**config.mk**
```make
export PLATFORM = sky130hd
export DESIGN_NAME = hbcc_bridge
export DESIGN_NICKNAME = d
export VERILOG_FILES = /design/src/core/hbcc_pkg.sv /design/src/core/hbcc_chop_if.sv /design/src/core/hbcc_chop.sv /design/src/core/hbcc_bridge.sv
export SDC_FILE = /design/constraint.sdc
export NUM_CORES = 1
export LEC_CHECK = 0
export BUFFER_PORTS_ARGS = -buffer_cell sky130_fd_sc_hd__buf_2
export CAP_MARGIN = 15
export CORE_MARGIN = 1.5
export CORE_UTILIZATION = 25
export DETAILED_ROUTE_END_ITERATION = 10
export PLACE_DENSITY = 0.48
export SETUP_SLACK_MARGIN = 0.4
export SLEW_MARGIN = 15
export SYNTH_ARGS = -nofsm -noshare
export SYNTH_HDL_FRONTEND = slang
export SYNTH_SLANG_ARGS = --single-unit
```
**constraint.sdc**
```tcl
create_clock -name clk -period 3.2 [get_ports clk]
set_clock_uncertainty 0.1 [all_clocks]
set_input_delay 0.16 -clock clk [delete_from_list [all_inputs] [get_ports clk]]
set_output_delay 0.16 -clock clk [all_outputs]
set_load 0.03 [all_outputs]
```
**src/core/hbcc_pkg.sv**
```systemverilog
// Constants, encodings and types shared by the H-bridge control logic
package hbcc_pkg;
  localparam int CLK_MHZ = 20;
  localparam int OFF_TIME_SELECT_STEP_US = 20;
  localparam int OFF_TIME_SELECT_STEP_CYC = OFF_TIME_SELECT_STEP_US * CLK_MHZ;
  localparam int BLANK_NS = 2000;
  localparam int BLANK_CYC_RAW = (BLANK_NS * CLK_MHZ + 999) / 1000;
  localparam int BLANK_CYC = (BLANK_CYC_RAW < 1) ? 1 : BLANK_CYC_RAW;
  localparam int CNT_W = 11;
  localparam int AW = 2;
  localparam int DW = 8;
  localparam logic [AW-1:0] ADDR_CW3 = 2'h0;
  localparam logic [AW-1:0] ADDR_CW4 = 2'h1;
  localparam logic [AW-1:0] ADDR_STAT = 2'h2;
  localparam int CW3_MODE_LSB = 0;
  localparam int CW3_FLOAT_A = 2;
  localparam int CW3_FLOAT_B = 3;
  localparam int CW3_OC_CLEAR = 4;
  localparam int CW4_TRIP_LSB = 0;
  localparam int CW4_OFF_TIME_SELECT_LSB = 2;
  localparam int CW4_RDIS_LSB = 4;
  localparam int CW4_OCP_RESP = 6;
  localparam logic [1:0] MODE_RST = 2'h1;
  localparam logic [1:0] TRIP_RST = 2'h0;
  localparam logic [1:0] OFF_TIME_SELECT_RST = 2'h1;
  localparam logic [1:0] RDIS_RST = 2'h0;
  localparam logic [1:0] PIN_TRIP_LVL = 2'h2;
  localparam logic [1:0] PIN_OFF_TIME_SELECT = 2'h1;
  typedef enum logic [1:0] {
    MODE_PHEN = 2'h0,
    MODE_PWM = 2'h1,
    MODE_INDEP = 2'h2,
    MODE_OFF = 2'h3
  } hbcc_mode_t;
  typedef enum logic [2:0] {
    CH_BLANK = 3'b001,
    CH_ARMED = 3'b010,
    CH_OFF = 3'b100
  } hbcc_chop_st_t;
endpackage

```
**src/core/hbcc_chop_if.sv**
```systemverilog
// Link between the bridge logic and one current chopper
`timescale 1ns/1ps
interface hbcc_chop_if import hbcc_pkg::*; ();
  logic run;
  logic trip;
  logic regulate_en;
  logic [CNT_W-1:0] off_cyc;
  logic off_active;
  modport ctl (output run, output trip, output regulate_en, output off_cyc, input off_active);
  modport chop (input run, input trip, input regulate_en, input off_cyc, output off_active);
endinterface

```
**src/core/hbcc_chop.sv**
```systemverilog
// Fixed off-time current chopper for one half-bridge
`timescale 1ns/1ps
module hbcc_chop
  import hbcc_pkg::*;
(
  input wire logic clk,
  input wire logic rstn,
  hbcc_chop_if.chop cif
);
  hbcc_chop_st_t st_q, st_d;
  logic [CNT_W-1:0] cnt_q, cnt_d;
  wire blank_done = (cnt_q == CNT_W'(BLANK_CYC - 1));
  // At-or-past, so a shorter setting written mid off time cannot wrap the counter
  wire off_done = (cnt_q >= cif.off_cyc - CNT_W'(1));

  always_comb begin
    st_d = st_q;
    cnt_d = cnt_q + CNT_W'(1);
    if (!cif.run) begin
      st_d = CH_BLANK;
      cnt_d = '0;
    end else begin
      unique case (st_q)
        CH_BLANK: begin
          if (blank_done) begin
            st_d = CH_ARMED;
            cnt_d = '0;
          end
        end
        CH_ARMED: begin
          cnt_d = '0;
          if (cif.regulate_en && cif.trip) begin
            st_d = CH_OFF;
          end
        end
        CH_OFF: begin
          if (!cif.regulate_en) begin
            st_d = CH_BLANK;
            cnt_d = '0;
          end else if (off_done) begin
            st_d = cif.trip ? CH_OFF : CH_BLANK;
            cnt_d = '0;
          end
        end
        default: begin
          st_d = CH_BLANK;
          cnt_d = '0;
        end
      endcase
    end
  end

  always_ff @(posedge clk or negedge rstn) begin
    if (!rstn) begin
      st_q <= CH_BLANK;
      cnt_q <= '0;
    end else begin
      st_q <= st_d;
      cnt_q <= cnt_d;
    end
  end

  assign cif.off_active = (st_q == CH_OFF);

  AST_CHOP_TRIP: assert property (@(posedge clk) disable iff (!rstn)
    st_q == CH_ARMED && cif.run && cif.regulate_en && cif.trip |=> st_q == CH_OFF)
    else $error("trip while armed did not start off time");
  AST_CHOP_BLANK: assert property (@(posedge clk) disable iff (!rstn)
    st_q == CH_BLANK |=> st_q != CH_OFF)
    else $error("trip acted during blanking");
  AST_CHOP_REPEAT: assert property (@(posedge clk) disable iff (!rstn)
    st_q == CH_OFF && cif.run && cif.regulate_en && off_done
    |=> (st_q == CH_OFF && cnt_q == 0) == $past(cif.trip))
    else $error("off time end did not follow trip level");
  AST_CHOP_LEN: assert property (@(posedge clk) disable iff (!rstn)
    st_q == CH_OFF && cif.run |-> cnt_q < cif.off_cyc)
    else $error("off time overran its setting");
endmodule // hbcc_chop

```
**src/core/hbcc_bridge.sv**
```systemverilog
// H-bridge input decode, output float control and current regulation
//
// Function
// - Independent mode floats both outputs in sleep or disable, else each follows input.
// - Independent mode float bit of one half floats only that output.
// - Both float bits reset to zero so outputs follow inputs.
// - Two-bit trip level picks threshold, 00b lowest, rising to 11b.
// - Regulation is active on both halves right after reset.
// - Regulation disable field: 01b half A, 10b half B, 11b both.
// - Pin variant: strap high disables regulation; otherwise fixed trip level.
// - Trip reached forces slow decay for off time: both high sides on, only the tripped half's in independent mode.
// - Off time field selects 20, 40, 60 or 80 microseconds.
// - Off time resets to 40 microseconds; pin variant always 40.
// - Off time end resumes drive if below trip, else another off period.
// - Trip detection ignored during blanking after every return to drive.
// - Overcurrent: pin variant disables outputs; register variant per response field.
// - Mode field: phase/enable, PWM default, independent, or bridge floating.
// - Selected mode is latched when disable falls from high to low.
// - Phase/enable truth table: enable low brakes high, phase picks direction.
// - Independent mode overcurrent disables only the faulting half.
`timescale 1ns/1ps
module hbcc_bridge
  import hbcc_pkg::*;
#(
  parameter bit PIN_VARIANT = 1'b0
)(
  input wire logic clk,
  input wire logic rstn,
  input wire logic [AW-1:0] reg_addr,
  input wire logic [DW-1:0] reg_wdata,
  input wire logic reg_wr,
  input wire logic reg_rd,
  output logic [DW-1:0] reg_rdata,
  input wire logic sleep_request_low,
  input wire logic disable_in,
  input wire logic bridge_input_a,
  input wire logic bridge_input_b,
  input wire logic trip_flag_a,
  input wire logic trip_flag_b,
  input wire logic overcurrent_flag_a,
  input wire logic overcurrent_flag_b,
  input wire logic regulation_disable_strap,
  output logic [1:0] trip_level_select,
  output logic half_bridge_a_output,
  output logic half_bridge_a_oe,
  output logic half_bridge_b_output,
  output logic half_bridge_b_oe
);
  localparam int NSYNC = 9;
  if (DW < 8) begin : g_chk
    $error("register width too small for the fields");
  end

  // Pin synchroniser; a change counts once stages two and three agree
  logic [NSYNC-1:0] s1_q, s2_q, s3_q, pin_q;
  wire [NSYNC-1:0] raw = {regulation_disable_strap, overcurrent_flag_b, overcurrent_flag_a,
                          trip_flag_b, trip_flag_a, bridge_input_b, bridge_input_a,
                          disable_in, sleep_request_low};
  wire [NSYNC-1:0] agree = ~(s2_q ^ s3_q);
  wire [NSYNC-1:0] pin_d = (agree & s3_q) | (~agree & pin_q);
  always_ff @(posedge clk or negedge rstn) begin
    if (!rstn) begin
      s1_q <= '0;
      s2_q <= '0;
      s3_q <= '0;
      pin_q <= '0;
    end else begin
      s1_q <= raw;
      s2_q <= s1_q;
      s3_q <= s2_q;
      pin_q <= pin_d;
    end
  end
  wire awake = pin_q[0];
  wire dis = pin_q[1];
  wire in_a = pin_q[2];
  wire in_b = pin_q[3];
  wire [1:0] trip = pin_q[5:4];
  wire [1:0] oc_raw = pin_q[7:6];
  wire strap = pin_q[8];

  // Register file
  logic [4:0] cw3_q;
  logic [6:0] cw4_q;
  wire wr_cw3 = reg_wr && (reg_addr == ADDR_CW3);
  wire wr_cw4 = reg_wr && (reg_addr == ADDR_CW4);
  wire oc_clear = wr_cw3 && reg_wdata[CW3_OC_CLEAR];
  always_ff @(posedge clk or negedge rstn) begin
    if (!rstn) begin
      cw3_q <= {1'b0, 1'b0, 1'b0, MODE_RST};
      cw4_q <= {1'b0, RDIS_RST, OFF_TIME_SELECT_RST, TRIP_RST};
    end else begin
      if (wr_cw3) begin
        cw3_q <= {1'b0, reg_wdata[CW3_FLOAT_B:CW3_MODE_LSB]};
      end
      if (wr_cw4) begin
        cw4_q <= reg_wdata[CW4_OCP_RESP:CW4_TRIP_LSB];
      end
    end
  end
  wire [1:0] lvl_sel = PIN_VARIANT ? PIN_TRIP_LVL : cw4_q[CW4_TRIP_LSB +: 2];
  wire [1:0] off_time_select_sel = PIN_VARIANT ? PIN_OFF_TIME_SELECT : cw4_q[CW4_OFF_TIME_SELECT_LSB +: 2];
  wire [1:0] rdis = PIN_VARIANT ? {strap, strap} : cw4_q[CW4_RDIS_LSB +: 2];
  wire oc_auto = !PIN_VARIANT && cw4_q[CW4_OCP_RESP];
  wire [1:0] float_bit = PIN_VARIANT ? 2'b00 : cw3_q[CW3_FLOAT_B:CW3_FLOAT_A];
  wire [CNT_W-1:0] off_cyc = CNT_W'((32'(off_time_select_sel) + 32'd1) * OFF_TIME_SELECT_STEP_CYC);

  // Mode latch on the falling edge of disable
  logic dis_prev_q;
  hbcc_mode_t mode_q;
  wire dis_fall = dis_prev_q && !dis;
  always_ff @(posedge clk or negedge rstn) begin
    if (!rstn) begin
      dis_prev_q <= 1'b0;
      mode_q <= MODE_PWM;
    end else begin
      dis_prev_q <= dis;
      if (dis_fall) begin
        mode_q <= hbcc_mode_t'(cw3_q[CW3_MODE_LSB +: 2]);
      end
    end
  end

  // Overcurrent latch; a new event wins over a clear, sleep releases it
  logic [1:0] oc_lat_q;
  always_ff @(posedge clk or negedge rstn) begin
    if (!rstn) begin
      oc_lat_q <= 2'b00;
    end else if (!awake) begin
      oc_lat_q <= 2'b00;
    end else begin
      oc_lat_q <= oc_raw | (oc_lat_q & {2{!oc_clear}});
    end
  end
  wire [1:0] oc_half = oc_auto ? oc_raw : (oc_raw | oc_lat_q);
  wire indep = (mode_q == MODE_INDEP);
  wire [1:0] oc_off = indep ? oc_half : {2{|oc_half}};

  // Base decode from the inputs
  wire en_ok = awake && !dis && (mode_q != MODE_OFF);
  logic [1:0] base_lvl, base_oe;
  always_comb begin
    base_lvl = 2'b00;
    base_oe = 2'b00;
    unique case (mode_q)
      MODE_PHEN: begin
        base_oe = 2'b11;
        base_lvl = !in_a ? 2'b11 : (in_b ? 2'b01 : 2'b10);
      end
      MODE_PWM: begin
        base_oe = {2{in_a | in_b}};
        base_lvl = {in_b, in_a};
      end
      MODE_INDEP: begin
        base_oe = ~float_bit;
        base_lvl = {in_b, in_a};
      end
      MODE_OFF: begin
        base_oe = 2'b00;
        base_lvl = 2'b00;
      end
    endcase
  end

  // One chopper per half
  logic [1:0] off_act;
  hbcc_chop_if cif [2] ();
  for (genvar i = 0; i < 2; i++) begin : g_half
    assign cif[i].run = en_ok && base_oe[i] && !oc_off[i];
    assign cif[i].trip = trip[i];
    assign cif[i].regulate_en = !rdis[i];
    assign cif[i].off_cyc = off_cyc;
    assign off_act[i] = cif[i].off_active;
    hbcc_chop u_chop (
      .clk(clk),
      .rstn(rstn),
      .cif(cif[i])
    );
  end

  // Slow decay forces high sides on; independent mode acts per half
  wire [1:0] decay = indep ? off_act : {2{|off_act}};
  wire [1:0] oe_d = {2{en_ok}} & (base_oe | decay) & ~oc_off;
  wire [1:0] lvl_d = oe_d & (base_lvl | decay);

  logic [1:0] oe_q, lvl_q, lvl_sel_q;
  logic [DW-1:0] rdata_q;
  wire [DW-1:0] rd_mux = (reg_addr == ADDR_CW3) ? DW'(cw3_q) :
                         (reg_addr == ADDR_CW4) ? DW'(cw4_q) :
                         (reg_addr == ADDR_STAT) ? DW'({awake, oc_lat_q, off_act, mode_q}) :
                         '0;
  always_ff @(posedge clk or negedge rstn) begin
    if (!rstn) begin
      oe_q <= 2'b00;
      lvl_q <= 2'b00;
      lvl_sel_q <= TRIP_RST;
      rdata_q <= '0;
    end else begin
      oe_q <= oe_d;
      lvl_q <= lvl_d;
      lvl_sel_q <= lvl_sel;
      rdata_q <= reg_rd ? rd_mux : '0;
    end
  end
  assign reg_rdata = rdata_q;
  assign trip_level_select = lvl_sel_q;
  assign half_bridge_a_output = lvl_q[0];
  assign half_bridge_a_oe = oe_q[0];
  assign half_bridge_b_output = lvl_q[1];
  assign half_bridge_b_oe = oe_q[1];

  AST_SLEEP_FLOAT: assert property (@(posedge clk) disable iff (!rstn)
    !awake || dis |=> !half_bridge_a_oe && !half_bridge_b_oe)
    else $error("outputs driven in sleep or disable");
  AST_INDEP_FLOAT: assert property (@(posedge clk) disable iff (!rstn)
    indep && float_bit[0] && !off_act[0] |=> !half_bridge_a_oe)
    else $error("half A not floated by its bit");
  AST_RESET_VAL: assert property (@(posedge clk)
    $rose(rstn) |-> cw3_q[3:2] == 2'b00 && cw4_q[5:2] == 4'b0001)
    else $error("register reset values wrong");
  AST_LVL_OUT: assert property (@(posedge clk) disable iff (!rstn)
    wr_cw4 |=> ##1 PIN_VARIANT || trip_level_select == $past(reg_wdata[1:0], 2))
    else $error("trip level select not forwarded");
  AST_MODE_LATCH: assert property (@(posedge clk) disable iff (!rstn)
    dis_fall |=> mode_q == $past(cw3_q[1:0]))
    else $error("mode not latched on disable fall");
  AST_PHEN_BRAKE: assert property (@(posedge clk) disable iff (!rstn)
    en_ok && mode_q == MODE_PHEN && !in_a && oc_off == 2'b00
    |=> half_bridge_a_output && half_bridge_b_output && half_bridge_a_oe && half_bridge_b_oe)
    else $error("enable low did not brake high");
  AST_PWM_COAST: assert property (@(posedge clk) disable iff (!rstn)
    mode_q == MODE_PWM && !in_a && !in_b && off_act == 2'b00
    |=> !half_bridge_a_oe && !half_bridge_b_oe)
    else $error("PWM 00 did not float");
  AST_SLOW_DECAY: assert property (@(posedge clk) disable iff (!rstn)
    en_ok && !indep && off_act != 2'b00 && oc_off == 2'b00
    |=> half_bridge_a_output && half_bridge_b_output)
    else $error("slow decay not enforced");
  AST_OC_PER_HALF: assert property (@(posedge clk) disable iff (!rstn)
    en_ok && indep && oc_half == 2'b01 && !float_bit[1]
    |=> !half_bridge_a_oe && half_bridge_b_oe)
    else $error("independent overcurrent not per half");
endmodule // hbcc_bridge

```
# Yosys cells after proc, flatten, opt, wreduce, memory -nomap -nowiden
# Index checks and enable logic that the tools add are counted.
[totals]
ff_bits = 93
input_bits = 23
out_inout_bits = 14
[classes]
n_mux = 36
n_bitwise = 17
order_cmp = 2
multipliers = 1
n_addsub = 4
n_eq_ne = 20
n_reduce_logical = 25
[ops]
columns = ["operator", "count"]
rows = [
  ["$mux 11", 8],
  ["$pmux 11 s2", 2],
  ["$mux 3", 12],
  ["$mux 7", 4],
  ["$add 11x1->11 const B", 2],
  ["$eq 11x6->1 const B", 2],
  ["$ge 11x11->1", 2],
  ["$and 9x9->9", 2],
  ["$not 9->9", 2],
  ["$pmux 3 s3", 2],
  ["$logic_and 1x1->1", 12],
  ["$mux 2", 6],
  ["$ne 3x3->1 const B", 4],
  ["$sub 11x1->11 const B", 1],
  ["$or 9x9->9", 1],
  ["$xor 9x9->9", 1],
  ["$and 2x2->2", 4],
  ["$ne 4x4->1 const B", 2],
  ["$or 2x2->2", 4],
  ["$pmux 2 s4", 1],
  ["$mul 3x5->7 const B", 1],
  ["$eq 2x2->1 const B", 3],
  ["$eq 3x1->1 const B", 2],
  ["$eq 3x2->1 const B", 2],
  ["other kinds (11)", 23],
]

# Logic depth before layout (Yosys ltp)
[depth]
ltp_word = 8
mapped_depth = 8
depth_no_buf = 7

# By module
# A second synthesis with hierarchy kept.
[hier_totals]
cells_unflattened = 446
area_unflattened_um2 = 4673.2
[by_module_without_submodules]
columns = ["mod", "cells_per_inst", "area_each_um2", "n_inst", "seq_area_each_um2"]
rows = [
  ["hbcc_chop", 141, 1196.1, 2, 351.6],
  ["hbcc_bridge", 164, 2280.9, 1, 1530.2],
]

# Worst setup path after synthesis
# Ideal clock, no wire load.
[synth_timing]
kind = "reg-to-reg"
from = "reg cw4_q[2]"
to = "reg g_half[1].u_chop.cnt_q[1]"
path_stages_with_launch = 8
path_buffers = 0
required_ns = 3.009
path_slack_ns = 0.927
t_arrival_ns = 2.082
synth_period_minus_slack_ns = 2.273
cell_sequence = "dfstp_2 inv_1 ha_1 a211o_1 a211o_1 o21ai_0 a41oi_1 nor3b_1"
[synth_between]
elab_chain_len = 8
[synth_rtl]
columns = ["item", "line_no", "source"]
rows = [
  ["start, declared", "hbcc_bridge.sv:84", "logic [6:0] cw4_q;"],
  ["start signal, assigned", "hbcc_bridge.sv:91", "cw4_q <= {1'b0, RDIS_RST, OFF_TIME_SELECT_RST, TRIP_RST};"],
  ["start signal, assigned", "hbcc_bridge.sv:97", "cw4_q <= reg_wdata[CW4_OCP_RESP:CW4_TRIP_LSB];"],
  ["$add 2x1->3", "hbcc_bridge.sv:106", "wire [CNT_W-1:0] off_cyc = CNT_W'((32'(off_time_select_sel) + 32'd1) * OFF_TIME_SELECT_STEP_CYC);"],
  ["$mul 3x5->7", "hbcc_bridge.sv:106", ""],
  ["$sub 11x1->11", "hbcc_chop.sv:14", "wire off_done = (cnt_q >= cif.off_cyc - CNT_W'(1));"],
  ["$ge 11x11->1", "hbcc_chop.sv:14", ""],
  ["$mux 11", "hbcc_chop.sv:40", "end else if (off_done) begin"],
  ["$mux 11", "hbcc_chop.sv:37", "if (!cif.regulate_en) begin"],
  ["$pmux 11 s2", "hbcc_chop.sv:23", "unique case (st_q)"],
  ["$mux 11", "hbcc_chop.sv:19", "if (!cif.run) begin"],
  ["net g_half[1].u_chop.cnt_d[1]", "hbcc_chop.sv:11", "logic [CNT_W-1:0] cnt_q, cnt_d;"],
  ["end signal, assigned", "hbcc_chop.sv:59", "cnt_q <= cnt_d;"],
  ["end, declared", "hbcc_chop.sv:11", ""],
]
# The timed path passes the listed nets, and every way through them passes these cells.
# A chain may end at the register's enable or synchronous reset.

# Worst setup path in the final report
[layout_timing]
from = "reg cw4_q[2]"
to = "reg g_half[1].u_chop.cnt_q[4]"
# The elaborated chain is that of the path after synthesis.

==> metrics.md <==
| Metric | Value |
|---|---|
| Run status | `finished, final reports clean` |
| Gpl congestion | `0.782` |
| Inserted Clock Buffers | `9` |
| Startpoint class of the critical path | `register` |
| Unique masters post-synth | `52` |
| Fin crit share | `0.815` |
| Fin Hold WS | `44.6 ps` |
| Max-Cap Viols | `0` |
| Compound-Gate Fraction of Synth Area | `0.0947` |
| Die area | `16600 um^2` |
| Initial antenna violation count | `0` |
| Simple-Gate Fraction of Synth Area | `0.149` |
| Clock Pin Slew Worst Setup and Hold Paths | `60 ps` |
| Final setup viols | `0` |
| R2R setup slack | `590 ps` |
| Post-synth EDFFs | `0` |
| Post-Synth XOR/XNOR Area | `0.0487` |
| Layout cells sized above 1 | `0.190` |
| Die Y | `129 um` |
| Setup crit end kind | `register` |
| Post-route ant nets | `0` |
| Overall routing resource usage | `0.110` |
| Clk root buf | `clkbuf_16` |
| Ys async rst share | `1.00` |
| Dpl cell area | `4360 um^2` |
| Total grt overflow | `0` |
| Core footprint | `15300 um^2` |
| Worst min-delay path category | `in -> reg` |
| CP max FO | `10` |
| CP bufs+invs | `1` |
| Post-route setup TNS | `0 ps` |
| Largest net degree at the start of global routing | `49` |
| Design Power | `2.82 mW` |
| Detailed placement HPWL | `5.69 mm` |
| # port buffers | `33` |
| Syn-to-layout area delta | `23.4%` |
| Mapped Nets | `374` |
| Rel. slew slack | `0.395` |
| Num ports | `37` |
| Pwr dens | `578 nW/um^2` |
| Worst Path Arrival | `2760 ps` |
| DRC violations left | `0` |
| CP top delay family | `compound AO/OA/AOI/OAI gates` |
| Floorplan row count | `45` |
| Ys flop type | `dfrtp_1` |
| Nets@finish | `429` |
| Syn avg cell area | `11.8 um^2` |
| Final Critical Period | `2610 ps` |
| Sink Count | `89` |
| Routed WL | `8.28 mm` |
| Mux share of post-synthesis cell area | `0.0412` |
| Synthesized instance count | `334` |
| Clock latency on the worst-skew pair | `350 ps` |
| Htree depth | `3` |
| Leakage | `2.08 nW` |
| Max stage delay cell, worst path | `dfstp_2` |
| Max VDD drop | `0.303 mV` |
| Worst EP required | `3350 ps` |
| Via/cell ratio | `4.42` |
| First-pass DRT Iterations | `4` |
| Routed vias | `2677` |
| Slew Viols, Final | `0` |
| Adder-cell share of the synthesized area | `0.0766` |
| Final-report hold violation count | `0` |
| Vias in the first global route | `2688` |
| Crit path largest cell delay | `610 ps` |
| Max clock buf depth | `2` |
| # Post-CTS Setup Buffers | `0` |
| Crit-path most repeated cell | `a211o_1` |
| CTS tree | `done` |
| Antenna Cells | `0` |
| Crit path kind | `reg -> reg` |
| Initial core utilization | `0.258` |
| Mapped Area | `3950 um^2` |
| Finished Core Util | `0.318` |
| Routed wire per std cell | `13.7 um` |
| Seq/Total Area, Yosys | `0.565` |
| Yosys reg bits | `89` |
| Fmax | `383 MHz` |
| Die X | `129 um` |
| DRT iter0 DRCs | `111` |
| RSZ-0062 raised after global routing | `false` |
| Ys Warns | `0` |
| First-pass GRT wire length | `13.9 mm` |
| CP cell instances | `inv_1 -> ha_1 -> a211o_1 -> a211o_1 -> o21ai_0 -> a41oi_2 -> nor3_1` |
| Main combinational cell family by area after synthesis | `simple AND/OR/NAND/NOR gates` |
| Post-route cell area | `4880 um^2` |
| Worst slew pin tran | `906 ps` |
==> where the power goes <==
part / switching (mW) / internal (mW) / total (mW)
logic: 0.188 / 0.137 / 0.325
clock network: 0.434 / 0.784 / 1.22
registers: 0.0619 / 1.21 / 1.27
total: 0.684 / 2.13 / 2.82
==> placed cells by master (no fill, tap or decap), types with 5 or more instances in the layout <==
cell / n
dfrtp_1: 84
buf_2: 32
nor3_1: 21
ha_1: 17
xnor2_1: 16
dlygate4sd3_1: 16
inv_1: 15
nor2b_1: 13
o21ai_0: 12
nand2_1: 12
nor2_1: 11
nand3_1: 10
mux2_2: 10
maj3_1: 9
clkbuf_16: 9
nand2b_1: 8
a21oi_1: 7
xor2_1: 6
a211o_1: 5
or3_1: 5
mux2i_1: 5
dfstp_2: 5
==> layer usage <==
| metal | vias to the layer above | wire length [um] | global-route usage |
|---|---|---|---|
| met5 | - | 0 | 0 |
| met1 | 1310 | 3830 | 0.141 |
| met3 | 16 | 260 | 0.0233 |
| met2 | 52 | 3940 | 0.170 |
| met4 | 0 | 240 | 0.0635 |
| li1 | 1299 | - | - |
==> final cells by class <==
cell class | count | area [um^2]
Timing Repair Buffer | 51 | 343
Multi-Input combinational cell | 223 | 1630
Clock buffer | 11 | 243
Fill cell | 1587 | 10400
Tap cell | 211 | 264
Sequential cell | 89 | 2230
Clock inverter | 5 | 104
Inverter | 15 | 56.3
==> metrics by stage <==
stage,setup WS (ps),instances
4_1_cts,507,605
2_1_floorplan,927,334
5_1_grt,367,605
6_report,592,605
3_5_place_dp,506,573
3_3_place_gp,574,573
==> flip-flops by register name, indices dropped and copies added, names as in the netlist, 4 cells and up, named ones only <==
signal               flops
reg_rdata                7
s2_q                     8
g_half.u_chop.st_q       6
s1_q                     8
s3_q                     8
cw4_q                    7
cw3_q                    4
g_half.u_chop.cnt_q     22
==> kinds of logic (layout without fill, tap and decap cells) <==
family / Yosys count / after routing
multiplexers: 15 / 15
flip-flops: 89 / 89
other: 1 / 1
buffers and inverters: 22 / 82
XOR/XNOR: 22 / 22
AND/OR/NAND/NOR: 106 / 106
AO/OA/AOI/OAI: 53 / 53
adder cells (fa/ha/maj): 26 / 26
==> worst register-to-register path, cell delays in order (launching register included) <==
cell and delay [ps]:
dfstp_2 610, inv_1 130, ha_1 210, a211o_1 250
a211o_1 280, o21ai_0 270, a41oi_2 360, nor3_1 300
==> repair_timing <==
| action | CTS | global route |
|---|---|---|
| hold endpoints to repair | 63 | 0 |
| gates resized for setup | 0 | 1 |
| endpoints found under the setup margin | 0 | 10 |
| hold buffers | 16 | 0 |
==> cells in the mapped netlist, drive strengths merged (5+ instances only) <==
| library cell | instances | area [um^2] |
|---|---|---|
| dfrtp | 84 | 2100 |
| nor3 | 21 | 105 |
| ha | 17 | 213 |
| xnor2 | 16 | 140 |
| inv | 15 | 56.3 |
| nand2 | 13 | 51.3 |
| nor2b | 13 | 81.3 |
| o21ai | 12 | 60.1 |
| nor2 | 11 | 41.3 |
| mux2 | 10 | 113 |
| nand3 | 10 | 50.1 |
| maj3 | 9 | 90.1 |
| a21oi | 8 | 43.8 |
| nand2b | 8 | 50.1 |
| a211o | 6 | 53.8 |
| xor2 | 6 | 52.6 |
| dfstp | 5 | 131 |
| mux2i | 5 | 50.1 |
| or3 | 5 | 31.3 |
==> path summary, 6_finish.rpt <==
check / cells past startpoint / to / start
min in group asynchronous: 2 / s1_q[6] / rstn
max in group asynchronous: 3 / cw4_q[2] / rstn
max reg2reg: 7 / g_half[1].u_chop.cnt_q[4] / cw4_q[2]
min reg2reg: 0 / s2_q[3] / s1_q[3]
max: 7 / g_half[1].u_chop.cnt_q[4] / cw4_q[2]
min: 2 / reg_rdata[0] / reg_rd
No activity file was read; power rests on OpenSTA's default activity.
